`src/verilog/tccc_pkg.sv`:
```
// Package for the two-channel timer capture/compare block.
// Assumes an 8-bit register port with the printed byte offsets.
package tccc_pkg;
    // Register offsets (byte addresses on the 8-bit register port)
    localparam logic [7:0] ADDR_CH0_CS = 8'h14;
    localparam logic [7:0] ADDR_CH0_HI = 8'h15;
    localparam logic [7:0] ADDR_CH0_LO = 8'h16;
    localparam logic [7:0] ADDR_CH1_CS = 8'h17;
    localparam logic [7:0] ADDR_CH1_HI = 8'h18;
    localparam logic [7:0] ADDR_CH1_LO = 8'h19;
    // Control/status bit positions
    localparam int BIT_FLAG = 7;
    localparam int BIT_IE = 6;
    localparam int BIT_MSB = 5;
    localparam int BIT_MSA = 4;
    localparam int BIT_ELSB = 3;
    localparam int BIT_ELSA = 2;
    localparam int BIT_TOV = 1;
    localparam int BIT_MAX = 0;
    // Edge/level field codes
    localparam logic [1:0] ELS_PRESET = 2'b00;
    localparam logic [1:0] ELS_RISE_TOG = 2'b01;
    localparam logic [1:0] ELS_FALL_CLR = 2'b10;
    localparam logic [1:0] ELS_ANY_SET = 2'b11;
    localparam logic [7:0] CS_RESET = 8'h00;
    localparam logic [7:0] BYTE_ZERO = 8'h00;

    // Control/status fields of one channel
    typedef struct packed {
        logic flag;
        logic irq_en;
        logic buf_sel;
        logic mode_a;
        logic [1:0] els;
        logic tov;
        logic max_duty;
    } tccc_cs_t;

    // Register port request
    typedef struct packed {
        logic [7:0] addr;
        logic [7:0] wdata;
        logic wr;
        logic rd;
    } tccc_req_t;
endpackage

```
`src/verilog/tccc_top.sv`:
```
// Two timer channels (capture, compare, PWM) on a shared 16-bit counter.
// Assumes counter value, overflow pulse come from the timer core and the
// channel pins are synchronous to ref_clk_i.
//
// Chosen here: the strobed register port.
`timescale 1ns/10ps
`default_nettype none

// Summary of operation
// RULE1 - Capture mode sets the event flag on the selected pin edge.
// RULE2 - Compare mode sets the event flag when counter equals channel value.
// RULE3 - Flag clears by status read with flag set, then writing zero.
// RULE4 - A new event between read and clearing write keeps the flag set.
// RULE5 - Writing one to the flag does nothing; reset clears flag and enable.
// RULE6 - Interrupt request is enable AND flag; here channel 1 request is also held low while channel 0 runs buffered.
// RULE7 - Buffered select only on channel 0; it disables channel 1 register and pin.
// RULE8 - Field nonzero: mode A one selects compare/PWM, zero selects capture.
// RULE9 - Field zero is output preset; mode A one gives low, zero high.
// RULE10 - Capture edges: 01 rising, 10 falling, 11 either.
// RULE11 - Compare action: 01 toggles, 10 drives low, 11 drives high.
// RULE12 - Software stops and resets counter before changing mode bits.
// RULE13 - External pin stays stable two clocks before capture is enabled.
// RULE14 - Toggle-on-overflow toggles the compare pin on overflow; not in capture.
// RULE15 - Overflow action wins over a simultaneous compare when toggle set.
// RULE16 - Max-duty forces PWM to full duty when toggle-on-overflow clear.
// RULE17 - Max-duty changes take effect from the next PWM period.
// RULE18 - Value registers hold capture or compare value; undefined after reset.
// RULE19 - Capture: high byte read blocks captures until low byte read.
// RULE20 - Compare: high byte write blocks compares until low byte write.
// RULE21 - Counter overflow pulse marks modulo reached and drives toggling.
// RULE22 - Only channel 0 pin serves buffered output; others independent.
// RULE23 - Buffered mode alternates active value register at period boundaries.
module tccc_top #(
    parameter int CNT_W = 16
) (
    input wire logic ref_clk_i,
    input wire logic rst_n_i,
    input wire logic [7:0] addr_i,
    input wire logic [7:0] wdata_i,
    input wire logic wr_i,
    input wire logic rd_i,
    output logic [7:0] rdata_o,
    input wire logic [CNT_W-1:0] count_i,
    input wire logic overflow_i,
    input wire logic [1:0] pin_in_i,
    output logic [1:0] pin_out_o,
    output logic [1:0] pin_oe_o,
    output logic [1:0] irq_o
);

    ////////////////////////////////////////////////////////////////////////
    // Register state
    tccc_pkg::tccc_cs_t cs_q [2];
    logic [CNT_W-1:0] val_q [2];
    logic [7:0] hi_buf_q [2];
    logic [1:0] armed_q;
    logic [1:0] cap_blk_q;
    logic [1:0] cmp_blk_q;
    logic [1:0] pin_q;
    logic [1:0] pin_prev_q;
    logic [1:0] max_eff_q;
    logic sel1_q;
    logic [7:0] rdata_q;
    tccc_pkg::tccc_req_t req;

    assign req = '{addr: addr_i, wdata: wdata_i, wr: wr_i, rd: rd_i};

    // Address decode; channel 1 status register vanishes in buffered mode
    wire buf_on = cs_q[0].buf_sel; // [RULE7]
    wire [1:0] hit_cs;
    wire [1:0] hit_hi;
    wire [1:0] hit_lo;
    assign hit_cs[0] = req.addr == tccc_pkg::ADDR_CH0_CS;
    assign hit_hi[0] = req.addr == tccc_pkg::ADDR_CH0_HI;
    assign hit_lo[0] = req.addr == tccc_pkg::ADDR_CH0_LO;
    assign hit_cs[1] = req.addr == tccc_pkg::ADDR_CH1_CS && !buf_on; // [RULE7]
    assign hit_hi[1] = req.addr == tccc_pkg::ADDR_CH1_HI;
    assign hit_lo[1] = req.addr == tccc_pkg::ADDR_CH1_LO;

    // Per-channel mode decode
    wire [1:0] is_preset;
    wire [1:0] is_capture;
    wire [1:0] is_compare;
    wire [1:0] ch_active;
    wire [1:0] edge_hit;
    wire [1:0] match;
    wire [1:0] event_set;
    wire [1:0] flag_clr;
    wire [1:0] period_end;
    wire [CNT_W-1:0] cmp_val [2];

    // Channel 1 is dead while channel 0 runs buffered
    assign ch_active[0] = 1'b1;
    assign ch_active[1] = !buf_on; // [RULE7] [RULE22]
    // In buffered mode the active value alternates between the two registers
    assign cmp_val[0] = (buf_on && sel1_q) ? val_q[1] : val_q[0]; // [RULE23]
    assign cmp_val[1] = val_q[1];

    genvar g;
    generate
        for (g = 0; g < 2; g++) begin : g_ch
            wire [1:0] els = cs_q[g].els;
            wire mode_b = (g == 0) ? cs_q[0].buf_sel : 1'b0;
            assign is_preset[g] = els == tccc_pkg::ELS_PRESET; // [RULE9]
            // Mode A selects compare/PWM versus capture
            assign is_capture[g] = !is_preset[g] && !mode_b
                && !cs_q[g].mode_a; // [RULE8]
            assign is_compare[g] = !is_preset[g]
                && (mode_b || cs_q[g].mode_a); // [RULE8]
            // Edge select
            assign edge_hit[g] = is_capture[g] && (
                (els[0] && pin_in_i[g] && !pin_prev_q[g]) ||
                (els[1] && !pin_in_i[g] && pin_prev_q[g])); // [RULE10]
            assign match[g] = is_compare[g] && !cmp_blk_q[g]
                && count_i == cmp_val[g]; // [RULE2] [RULE20]
            assign event_set[g] = ch_active[g] && ((edge_hit[g]
                && !cap_blk_q[g]) || match[g]); // [RULE1] [RULE19]
            // Clearing write of zero after an armed read
            assign flag_clr[g] = req.wr && hit_cs[g] && armed_q[g]
                && !req.wdata[tccc_pkg::BIT_FLAG]; // [RULE3] [RULE5]
            assign period_end[g] = overflow_i;
            assign irq_o[g] = cs_q[g].irq_en && cs_q[g].flag
                && ch_active[g]; // [RULE6]
        end
    endgenerate

    ////////////////////////////////////////////////////////////////////////
    // Control/status registers and clear sequence
    always_ff @(posedge ref_clk_i or negedge rst_n_i) begin
        if (!rst_n_i) begin
            cs_q[0] <= tccc_pkg::CS_RESET; // [RULE5]
            cs_q[1] <= tccc_pkg::CS_RESET;
            armed_q <= 2'b00;
        end else begin
            for (int i = 0; i < 2; i++) begin
                if (req.wr && hit_cs[i]) begin
                    cs_q[i].irq_en <= req.wdata[tccc_pkg::BIT_IE];
                    cs_q[i].buf_sel <= (i == 0)
                        ? req.wdata[tccc_pkg::BIT_MSB] : 1'b0; // [RULE7]
                    cs_q[i].mode_a <= req.wdata[tccc_pkg::BIT_MSA];
                    cs_q[i].els <= req.wdata[tccc_pkg::BIT_ELSB:
                        tccc_pkg::BIT_ELSA];
                    cs_q[i].tov <= req.wdata[tccc_pkg::BIT_TOV];
                    cs_q[i].max_duty <= req.wdata[tccc_pkg::BIT_MAX];
                end
                // Set wins over clear; a fresh event disarms the clear
                if (event_set[i]) begin
                    cs_q[i].flag <= 1'b1; // [RULE4]
                end else if (flag_clr[i]) begin
                    cs_q[i].flag <= 1'b0; // [RULE3]
                end
                if (event_set[i] || (req.wr && hit_cs[i])) begin
                    armed_q[i] <= 1'b0; // [RULE4]
                end else if (req.rd && hit_cs[i] && cs_q[i].flag) begin
                    armed_q[i] <= 1'b1; // [RULE3]
                end
            end
        end
    end

    ////////////////////////////////////////////////////////////////////////
    // Value registers, capture and byte-pair locks
    always_ff @(posedge ref_clk_i or negedge rst_n_i) begin
        if (!rst_n_i) begin
            cap_blk_q <= 2'b00;
            cmp_blk_q <= 2'b00;
            hi_buf_q[0] <= tccc_pkg::BYTE_ZERO;
            hi_buf_q[1] <= tccc_pkg::BYTE_ZERO;
            val_q[0] <= '0; // Contents are not meaningful after reset
            val_q[1] <= '0;
        end else begin
            for (int i = 0; i < 2; i++) begin
                if (edge_hit[i] && !cap_blk_q[i] && ch_active[i]) begin
                    val_q[i] <= count_i; // [RULE18]
                end
                if (is_capture[i] && req.rd && hit_hi[i]) begin
                    cap_blk_q[i] <= 1'b1; // [RULE19]
                end else if (req.rd && hit_lo[i]) begin
                    cap_blk_q[i] <= 1'b0;
                end
                // High byte held until the low byte completes the pair
                if (req.wr && hit_hi[i]) begin
                    hi_buf_q[i] <= req.wdata;
                    cmp_blk_q[i] <= is_compare[i]; // [RULE20]
                end else if (req.wr && hit_lo[i]) begin
                    // Cast keeps the pair legal if the counter is narrower
                    val_q[i] <= CNT_W'({hi_buf_q[i], req.wdata}); // [RULE18]
                    cmp_blk_q[i] <= 1'b0;
                end
            end
        end
    end

    ////////////////////////////////////////////////////////////////////////
    // Pin drive, overflow toggle and max duty
    always_ff @(posedge ref_clk_i or negedge rst_n_i) begin
        if (!rst_n_i) begin
            pin_q <= 2'b00;
            pin_prev_q <= 2'b00;
            max_eff_q <= 2'b00;
            sel1_q <= 1'b0;
        end else begin
            pin_prev_q <= pin_in_i;
            if (buf_on && period_end[0]) begin
                sel1_q <= !sel1_q; // [RULE23]
            end else if (!buf_on) begin
                sel1_q <= 1'b0;
            end
            for (int i = 0; i < 2; i++) begin
                // Max duty only latches at a period boundary
                if (period_end[i]) begin
                    max_eff_q[i] <= cs_q[i].max_duty; // [RULE17]
                end
                if (is_preset[i]) begin
                    pin_q[i] <= !cs_q[i].mode_a; // [RULE9]
                end else if (is_compare[i] && ch_active[i]) begin
                    if (cs_q[i].tov && overflow_i) begin
                        pin_q[i] <= !pin_q[i]; // [RULE14] [RULE15] [RULE21]
                    end else if (match[i]) begin
                        case (cs_q[i].els)
                            tccc_pkg::ELS_RISE_TOG: pin_q[i] <= !pin_q[i];
                            tccc_pkg::ELS_FALL_CLR: pin_q[i] <= 1'b0;
                            tccc_pkg::ELS_ANY_SET: pin_q[i] <= 1'b1;
                            default: pin_q[i] <= pin_q[i];
                        endcase // [RULE11]
                    end
                end
            end
        end
    end

    // Full duty holds the pin at its set-on-compare level, since the
    // compare in that period would otherwise end the active phase
    generate
        for (g = 0; g < 2; g++) begin : g_pin
            wire force_full = max_eff_q[g] && !cs_q[g].tov
                && is_compare[g]; // [RULE16]
            assign pin_out_o[g] = force_full
                ? (cs_q[g].els != tccc_pkg::ELS_FALL_CLR) : pin_q[g];
            assign pin_oe_o[g] = ch_active[g]
                && (is_compare[g] || is_preset[g]); // [RULE22]
        end
    endgenerate

    ////////////////////////////////////////////////////////////////////////
    // Read data, one cycle after the strobe
    logic [7:0] rd_mux;
    always_comb begin
        rd_mux = tccc_pkg::BYTE_ZERO;
        for (int i = 0; i < 2; i++) begin
            if (hit_cs[i]) begin
                rd_mux = cs_q[i];
            end
            if (hit_hi[i]) begin
                rd_mux = val_q[i][CNT_W-1 -: 8];
            end
            if (hit_lo[i]) begin
                rd_mux = val_q[i][7:0];
            end
        end
    end

    always_ff @(posedge ref_clk_i or negedge rst_n_i) begin
        if (!rst_n_i) begin
            rdata_q <= tccc_pkg::BYTE_ZERO;
        end else begin
            rdata_q <= req.rd ? rd_mux : tccc_pkg::BYTE_ZERO;
        end
    end
    assign rdata_o = rdata_q;

endmodule
`default_nettype wire

```
`config.mk`:
```
export PLATFORM = sky130hd
export DESIGN_NAME = tccc_top
export DESIGN_NICKNAME = d
export VERILOG_FILES = /design/src/verilog/tccc_pkg.sv /design/src/verilog/tccc_top.sv
export SDC_FILE = /design/constraint.sdc
export NUM_CORES = 1
export LEC_CHECK = 0
export BUFFER_PORTS_ARGS = -buffer_cell sky130_fd_sc_hd__buf_2
export CAP_MARGIN = 30
export CORE_UTILIZATION = 64
export CTS_BUF_LIST = sky130_fd_sc_hd__clkbuf_16
export CTS_CLUSTER_DIAMETER = 100
export DETAILED_ROUTE_END_ITERATION = 6
export PLACE_DENSITY = 0.86
export SKIP_LAST_GASP = 1
export SYNTH_ARGS = -nofsm -noshare
export SYNTH_HDL_FRONTEND = slang
export SYNTH_SLANG_ARGS = --single-unit
```
`constraint.sdc`:
```
create_clock -name ref_clk_i -period 4.65 [get_ports ref_clk_i]
set_input_delay 0.465 -clock ref_clk_i [delete_from_list [all_inputs] [get_ports ref_clk_i]]
set_output_delay 0.465 -clock ref_clk_i [all_outputs]
set_load 0.005 [all_outputs]
```
After elaboration in Yosys (flattened, before gate mapping) --
Cells that the tools add are included.
Storage, ports and cells: output and inout bits 14, logic and storage cells 193, bits in registers 84, input port bits 39
Cells by class: equality and inequality tests 17, multiplexer cells 44, reduce and logical (&&, ||, !) cells 103
Operator list (number):
- $mux 16 | 7
- $logic_and 1x1->1 | 57
- $mux 8 | 7
- $eq 8x5->1 const B | 6
- $eq 16x16->1 | 2
- $mux 1 | 28
- $reduce_bool 2->1 | 10
- $logic_not 1->1 | 19
- $reduce_bool 5->1 | 2
- $logic_or 1x1->1 | 9
- $eq 2x2->1 const B | 4
- $pmux 1 s3 | 2
- $reduce_and 3->1 | 2
- $reduce_bool 3->1 | 2
- $eq 2x1->1 const B | 2
- $logic_not 2->1 | 2
- $ne 2x2->1 const B | 2
- $ne 2x1->1 const B | 1

Logic depth before layout (Yosys ltp) --
word-level depth 10, gate-level depth with buffers 9, depth with buffers taken out 8

Worst setup path before layout --
OpenSTA, ideal clock, no wires.
path kind register -> register, start point reg g_ch[1].els[1] (netlist name), end point reg val_q, in the netlist cmp_val[10], buffers on the path 1, arrival time 2.097 ns, cell stages (with the launch flop) 8, clock period less this slack 2.223 ns, required time 4.524 ns, library setup time 0.126 ns, slack 2.427 ns, cells stage by stage dfrtp_1 > inv_1 > ha_1 > or2_2 > nor4_2 > buf_6 > mux2i_1 > a21oi_1
On the way: word-level cells in the longest chain between the ends 9, elaborated cells between the ends (all ways) 12, those cells by class mux: 3; reduce/logical: 9
Ends and longest elaborated chain:
- $logic_not 2->1 / $logic_and 1x1->1 (equally long branches) | RTL line tccc_top.sv:104, tccc_top.sv:113
- $logic_not 1->1 / $logic_and 1x1->1 (equally long branches) | RTL line tccc_top.sv:106, tccc_top.sv:113
- $logic_and 1x1->1 / $logic_or 1x1->1 (equally long branches) | RTL line tccc_top.sv:107, tccc_top.sv:112
- $logic_and 1x1->1 (*) | RTL line tccc_top.sv:111 | assign edge_hit[g] = is_capture[g] && (
- $logic_and 1x1->1 (*) (2 in a row) | RTL line tccc_top.sv:173 | if (edge_hit[i] && !cap_blk_q[i] && ch_active[i]) begin
- $mux 16 (*) | RTL line tccc_top.sv:173
- $mux 16 | RTL line tccc_top.sv:185 | end else if (req.wr && hit_lo[i]) begin
- $mux 16 (*) | RTL line tccc_top.sv:182 | if (req.wr && hit_hi[i]) begin
- to (signal, indexed assignment) | RTL line tccc_top.sv:174 | val_q[i] <= count_i;
- to (signal, indexed assignment) | RTL line tccc_top.sv:187 | val_q[i] <= CNT_W'({hi_buf_q[i], req.wdata});
- to (decl) | RTL line tccc_top.sv:54 | logic [CNT_W-1:0] val_q [2];
Mark *: on every way between the ends. The rest lies on a longest branch, timed or not. A chain may end at the register's enable or synchronous reset.

Worst setup path in the final report --
start point reg cs_q, in the netlist buf_on, end point reg pin_q[0]
On the way: word-level cells in the longest chain between the ends 6, elaborated cells between the ends (all ways) 10, those cells by class eq/ne: 1; mux: 1; reduce/logical: 8
Ends and longest elaborated chain:
- from (decl) | RTL line tccc_top.sv:53 | tccc_pkg::tccc_cs_t cs_q [2];
- $logic_and 1x1->1 / $logic_or 1x1->1 (equally long branches) | RTL line tccc_top.sv:96, tccc_top.sv:109
- $mux 16 / $logic_and 1x1->1 (equally long branches) | RTL line tccc_top.sv:96, tccc_top.sv:109
- $eq 16x16->1 / $logic_and 1x1->1 (equally long branches) | RTL line tccc_top.sv:115, tccc_top.sv:114
- $logic_and 1x1->1 | RTL line tccc_top.sv:115 | && count_i == cmp_val[g];
- $reduce_bool 3->1 (no line)
- $reduce_and 3->1 (no line) (*)
- to (signal, indexed assignment) | RTL line tccc_top.sv:215 | pin_q[i] <= !cs_q[i].mode_a;
- to (signal, indexed assignment) | RTL line tccc_top.sv:218 | pin_q[i] <= !pin_q[i];
- to (signal, indexed assignment) | RTL line tccc_top.sv:221 | tccc_pkg::ELS_RISE_TOG: pin_q[i] <= !pin_q[i];
- to (decl) | RTL line tccc_top.sv:59 | logic [1:0] pin_q;
Marks and branches as above.

==> reports/results.tsv <==
stage	metric	value	unit
cts	clkSinkCount	84	
sta	relSlewSlack	0.529	
cts	cts_setup_buffers	0	
cts	clk_pin_slew	70	ps
power	power_density	393	nW/um2
cts	clock_latency	340	ps
synthesis	yosys_register_bits	84	
power	p_leak	2.42	nW
power	vdd_drop_max	0.000263	V
global_routing	antenna_found_initial	0	
placed_design	placed_area	5160	um2
run	cap_viol_max_count	0	
routing	wl_per_cell	22.4	um
cts	htree_num_levels	3	
critical_path	worst_ep_required_time	4880	ps
global_routing	grt_pass1_wl	22000	um
synthesis	yosysMostFrequentCell	dfrtp_1	
cells_and_area	nets	591	
placed_design	routabilityCongestion	1.01	
cells_and_area	nFillCells	556	
sta	drv_slew	0	
global_routing	grtUsageTotal	0.390	
cts	cts_tree	done	
sta	fmax	333	MHz
global_routing	grt_overflow	0	
cells_and_area	drive_above_1_share	0.203	
routing	finalWirelength	14600	um
routing	num_vias	4297	
sta	hold_viol_final	0	
routing	wirelength_met1	6160	um
synthesis	netlist_instances	505	
synthesis	syn-cell-area	4810	um2
routing	ant_nets	0	
cells_and_area	design_area	5440	um2
critical_path	cp_max_fo	21	
sta	finalWorstPathRequiredPeriod	3000	ps
cts	clockBufferDepth	2	
die	die_h	88.7	um
synthesis	yosys.area.top_type	dfrtp_1	
routing	vias_per_cell	6.59	
die	dieArea	7870	um2
routing	top_layer	met4	
cts	cts-root-buf	clkbuf_16	
global_routing	grt_pass1_vias	3924	
placed_design	numPortBuffers	52	
sta	fin_setup_tns	0	ps
cts	cts_resized	0	
synthesis	yosys-top-cells-count	dfrtp_1, nor2_1, a21oi_1	
critical_path	crit_arrival	3230	ps
routing	drt_iter0_drc	467	
global_routing	grt_max_degree	47	
synthesis	synthTopCellsByArea	dfrtp_1, mux2i_1, mux2_2, a21oi_1, nor2_1	
die	initial_utilization	0.664	
cts	cts_hold_buf	0	
synthesis	yosysWarnings	0	
synthesis	synth_edf_count	0	
cells_and_area	syn_to_final_growth	12.9	%
synthesis	yosys_most_used_dff	dfrtp_1	
cells_and_area	multi_input_area	2570	um2
routing	wl_met3	1270	um
placed_design	place_hpwl	10400	um
synthesis	yosysSeqAreaShare	0.437	
critical_path	critical_path_class	flop to flop	
sta	finalSetupViolCount	0	
synthesis	synth_top_area_share	0.437	
sta	fin_skew	10.5	ps
synthesis	synth_cell_type_count	60	
die	die_w	88.7	um
routing	drc	0	
routing	drt_pass1_iterations	6	
die	num_io_pins	53	
cells_and_area	regArea	2100	um2
routing	wl_met2	6780	um
cts	numCtsBuffers	9	
run_status	status	finished, final reports clean	
die	core_area	7250	um2
sta	rsz0062_at_grt	no	
worst_hold_path	min_path_type	primary input to asynchronous set/reset pin	
sta	tightest_slew	707	ps
die	rows	31	
cells_and_area	antenna_cells	0	
synthesis	synth_nets	548	
critical_path	setup.worst_path.end_class	flop	
synthesis	avgSynthCellArea	9.53	um2
synthesis	ys_async_sr_fraction	1.00	
sta	period_share	0.645	
critical_path	start_kind	flop	
[flip-flops by register name (all words and copies together), names as in the netlist, 2 cells and up]
register / count
val_q: 16
pin_prev_q: 2
pin_q: 2
cmp_blk_q: 2
g_ch.els: 4
max_eff_q: 2
cmp_val: 16
hi_buf_q: 16
armed_q: 2
cs_q: 10
rdata_o: 8
cap_blk_q: 2
[worst paths after layout]
| path | depth (start not counted) | endpoint | slack (ps) | startpoint |
|---|---|---|---|---|
| max in group asynchronous | 2 | cmp_val[8] | 3930 | rst_n_i |
| setup / recovery | 6 | pin_q[0] | 1650 | buf_on |
| setup reg to reg | 6 | pin_q[0] | 1650 | buf_on |
| hold / removal | 1 | pin_q[1] | 100 | rst_n_i |
| hold reg to reg | 2 | cmp_blk_q[0] | 500 | cmp_blk_q[0] |
| min in group ref_clk_i | 1 | pin_prev_q[1] | 250 | pin_in_i[1] |
[critical path, cell delays in order (launching register included)]
cell	delay [ps]
dfrtp_1	800
nand2_1	480
or3_1	510
o221ai_1	250
a21oi_1	110
o41ai_1	370
mux2_2	380
[logic make-up (layout without fill, tap and decap cells)]
kind of cell / Yosys count / in the layout / share of synthesized area
flops: 84 / 84 / 0.437
buf+inv: 38 / 86 / 0.0340
compound gates: 121 / 121 / 0.156
simple gates: 175 / 175 / 0.188
xor+xnor: 19 / 19 / 0.0346
mux: 64 / 64 / 0.140
fa+ha+maj: 4 / 4 / 0.0104
[report_power, final]
group	switching (mW)	internal (mW)	total, mW	leakage (nW)
Sequential	0.172	0.843	1.01	1.08
Combinational	0.238	0.207	0.445	1.21
Clock	0.313	0.365	0.678	0.132
[cell type report]
type                       count  area share
clock buffer                   9      0.0414
sequential                    84       0.387
clock inverter                 7     0.00943
timing repair buffer          56      0.0575
multi-input combinational    383       0.473
tap                           99      0.0228
inverter                      14     0.00966
[through the flow]
stage | setup slack, ps | util | std cells | power (mW) | hold WS (ps)
detailed placement | 1660 | 0.712 | 636 | 1.45 | 480
global placement | 1780 | 0.708 | 635 | 1.43 | 479
finish | 1650 | 0.750 | 652 | 2.14 | 98.6
floorplan | 2430 | - | 505 | 1.25 | 169
global route | 1430 | 0.750 | 652 | 2.22 | 135
CTS | 1680 | 0.750 | 652 | 2.11 | 122
[cell usage in the layout, fill, tap and decap left out, types with 5 or more instances in the layout]
| cell | netlist | routed |
|---|---|---|
| mux2_2 | 26 | 26 |
| nor2_1 | 52 | 52 |
| mux2i_1 | 38 | 38 |
| a21oi_1 | 45 | 45 |
| nor3_1 | 7 | 7 |
| o211ai_1 | 8 | 8 |
| buf_2 | 8 | 51 |
| nand4_1 | 6 | 6 |
| dfrtp_1 | 84 | 84 |
| nand2_1 | 44 | 44 |
| and2_1 | 5 | 5 |
| a31oi_1 | 8 | 8 |
| nor2b_1 | 8 | 8 |
| nand3_1 | 10 | 10 |
| inv_1 | 14 | 14 |
| xor2_1 | 9 | 9 |
| nand2b_1 | 13 | 13 |
| a22oi_1 | 5 | 5 |
| xnor2_1 | 10 | 10 |
| o21ai_0 | 24 | 24 |
| clkbuf_16 | 0 | 9 |
[layer usage]
metal  up-vias  track usage
met2       258        0.603
li1       1907            -
met5         -            0
met4         0        0.126
met3        34       0.0709
met1      2098        0.555
(Power assumes the default switching activity.)
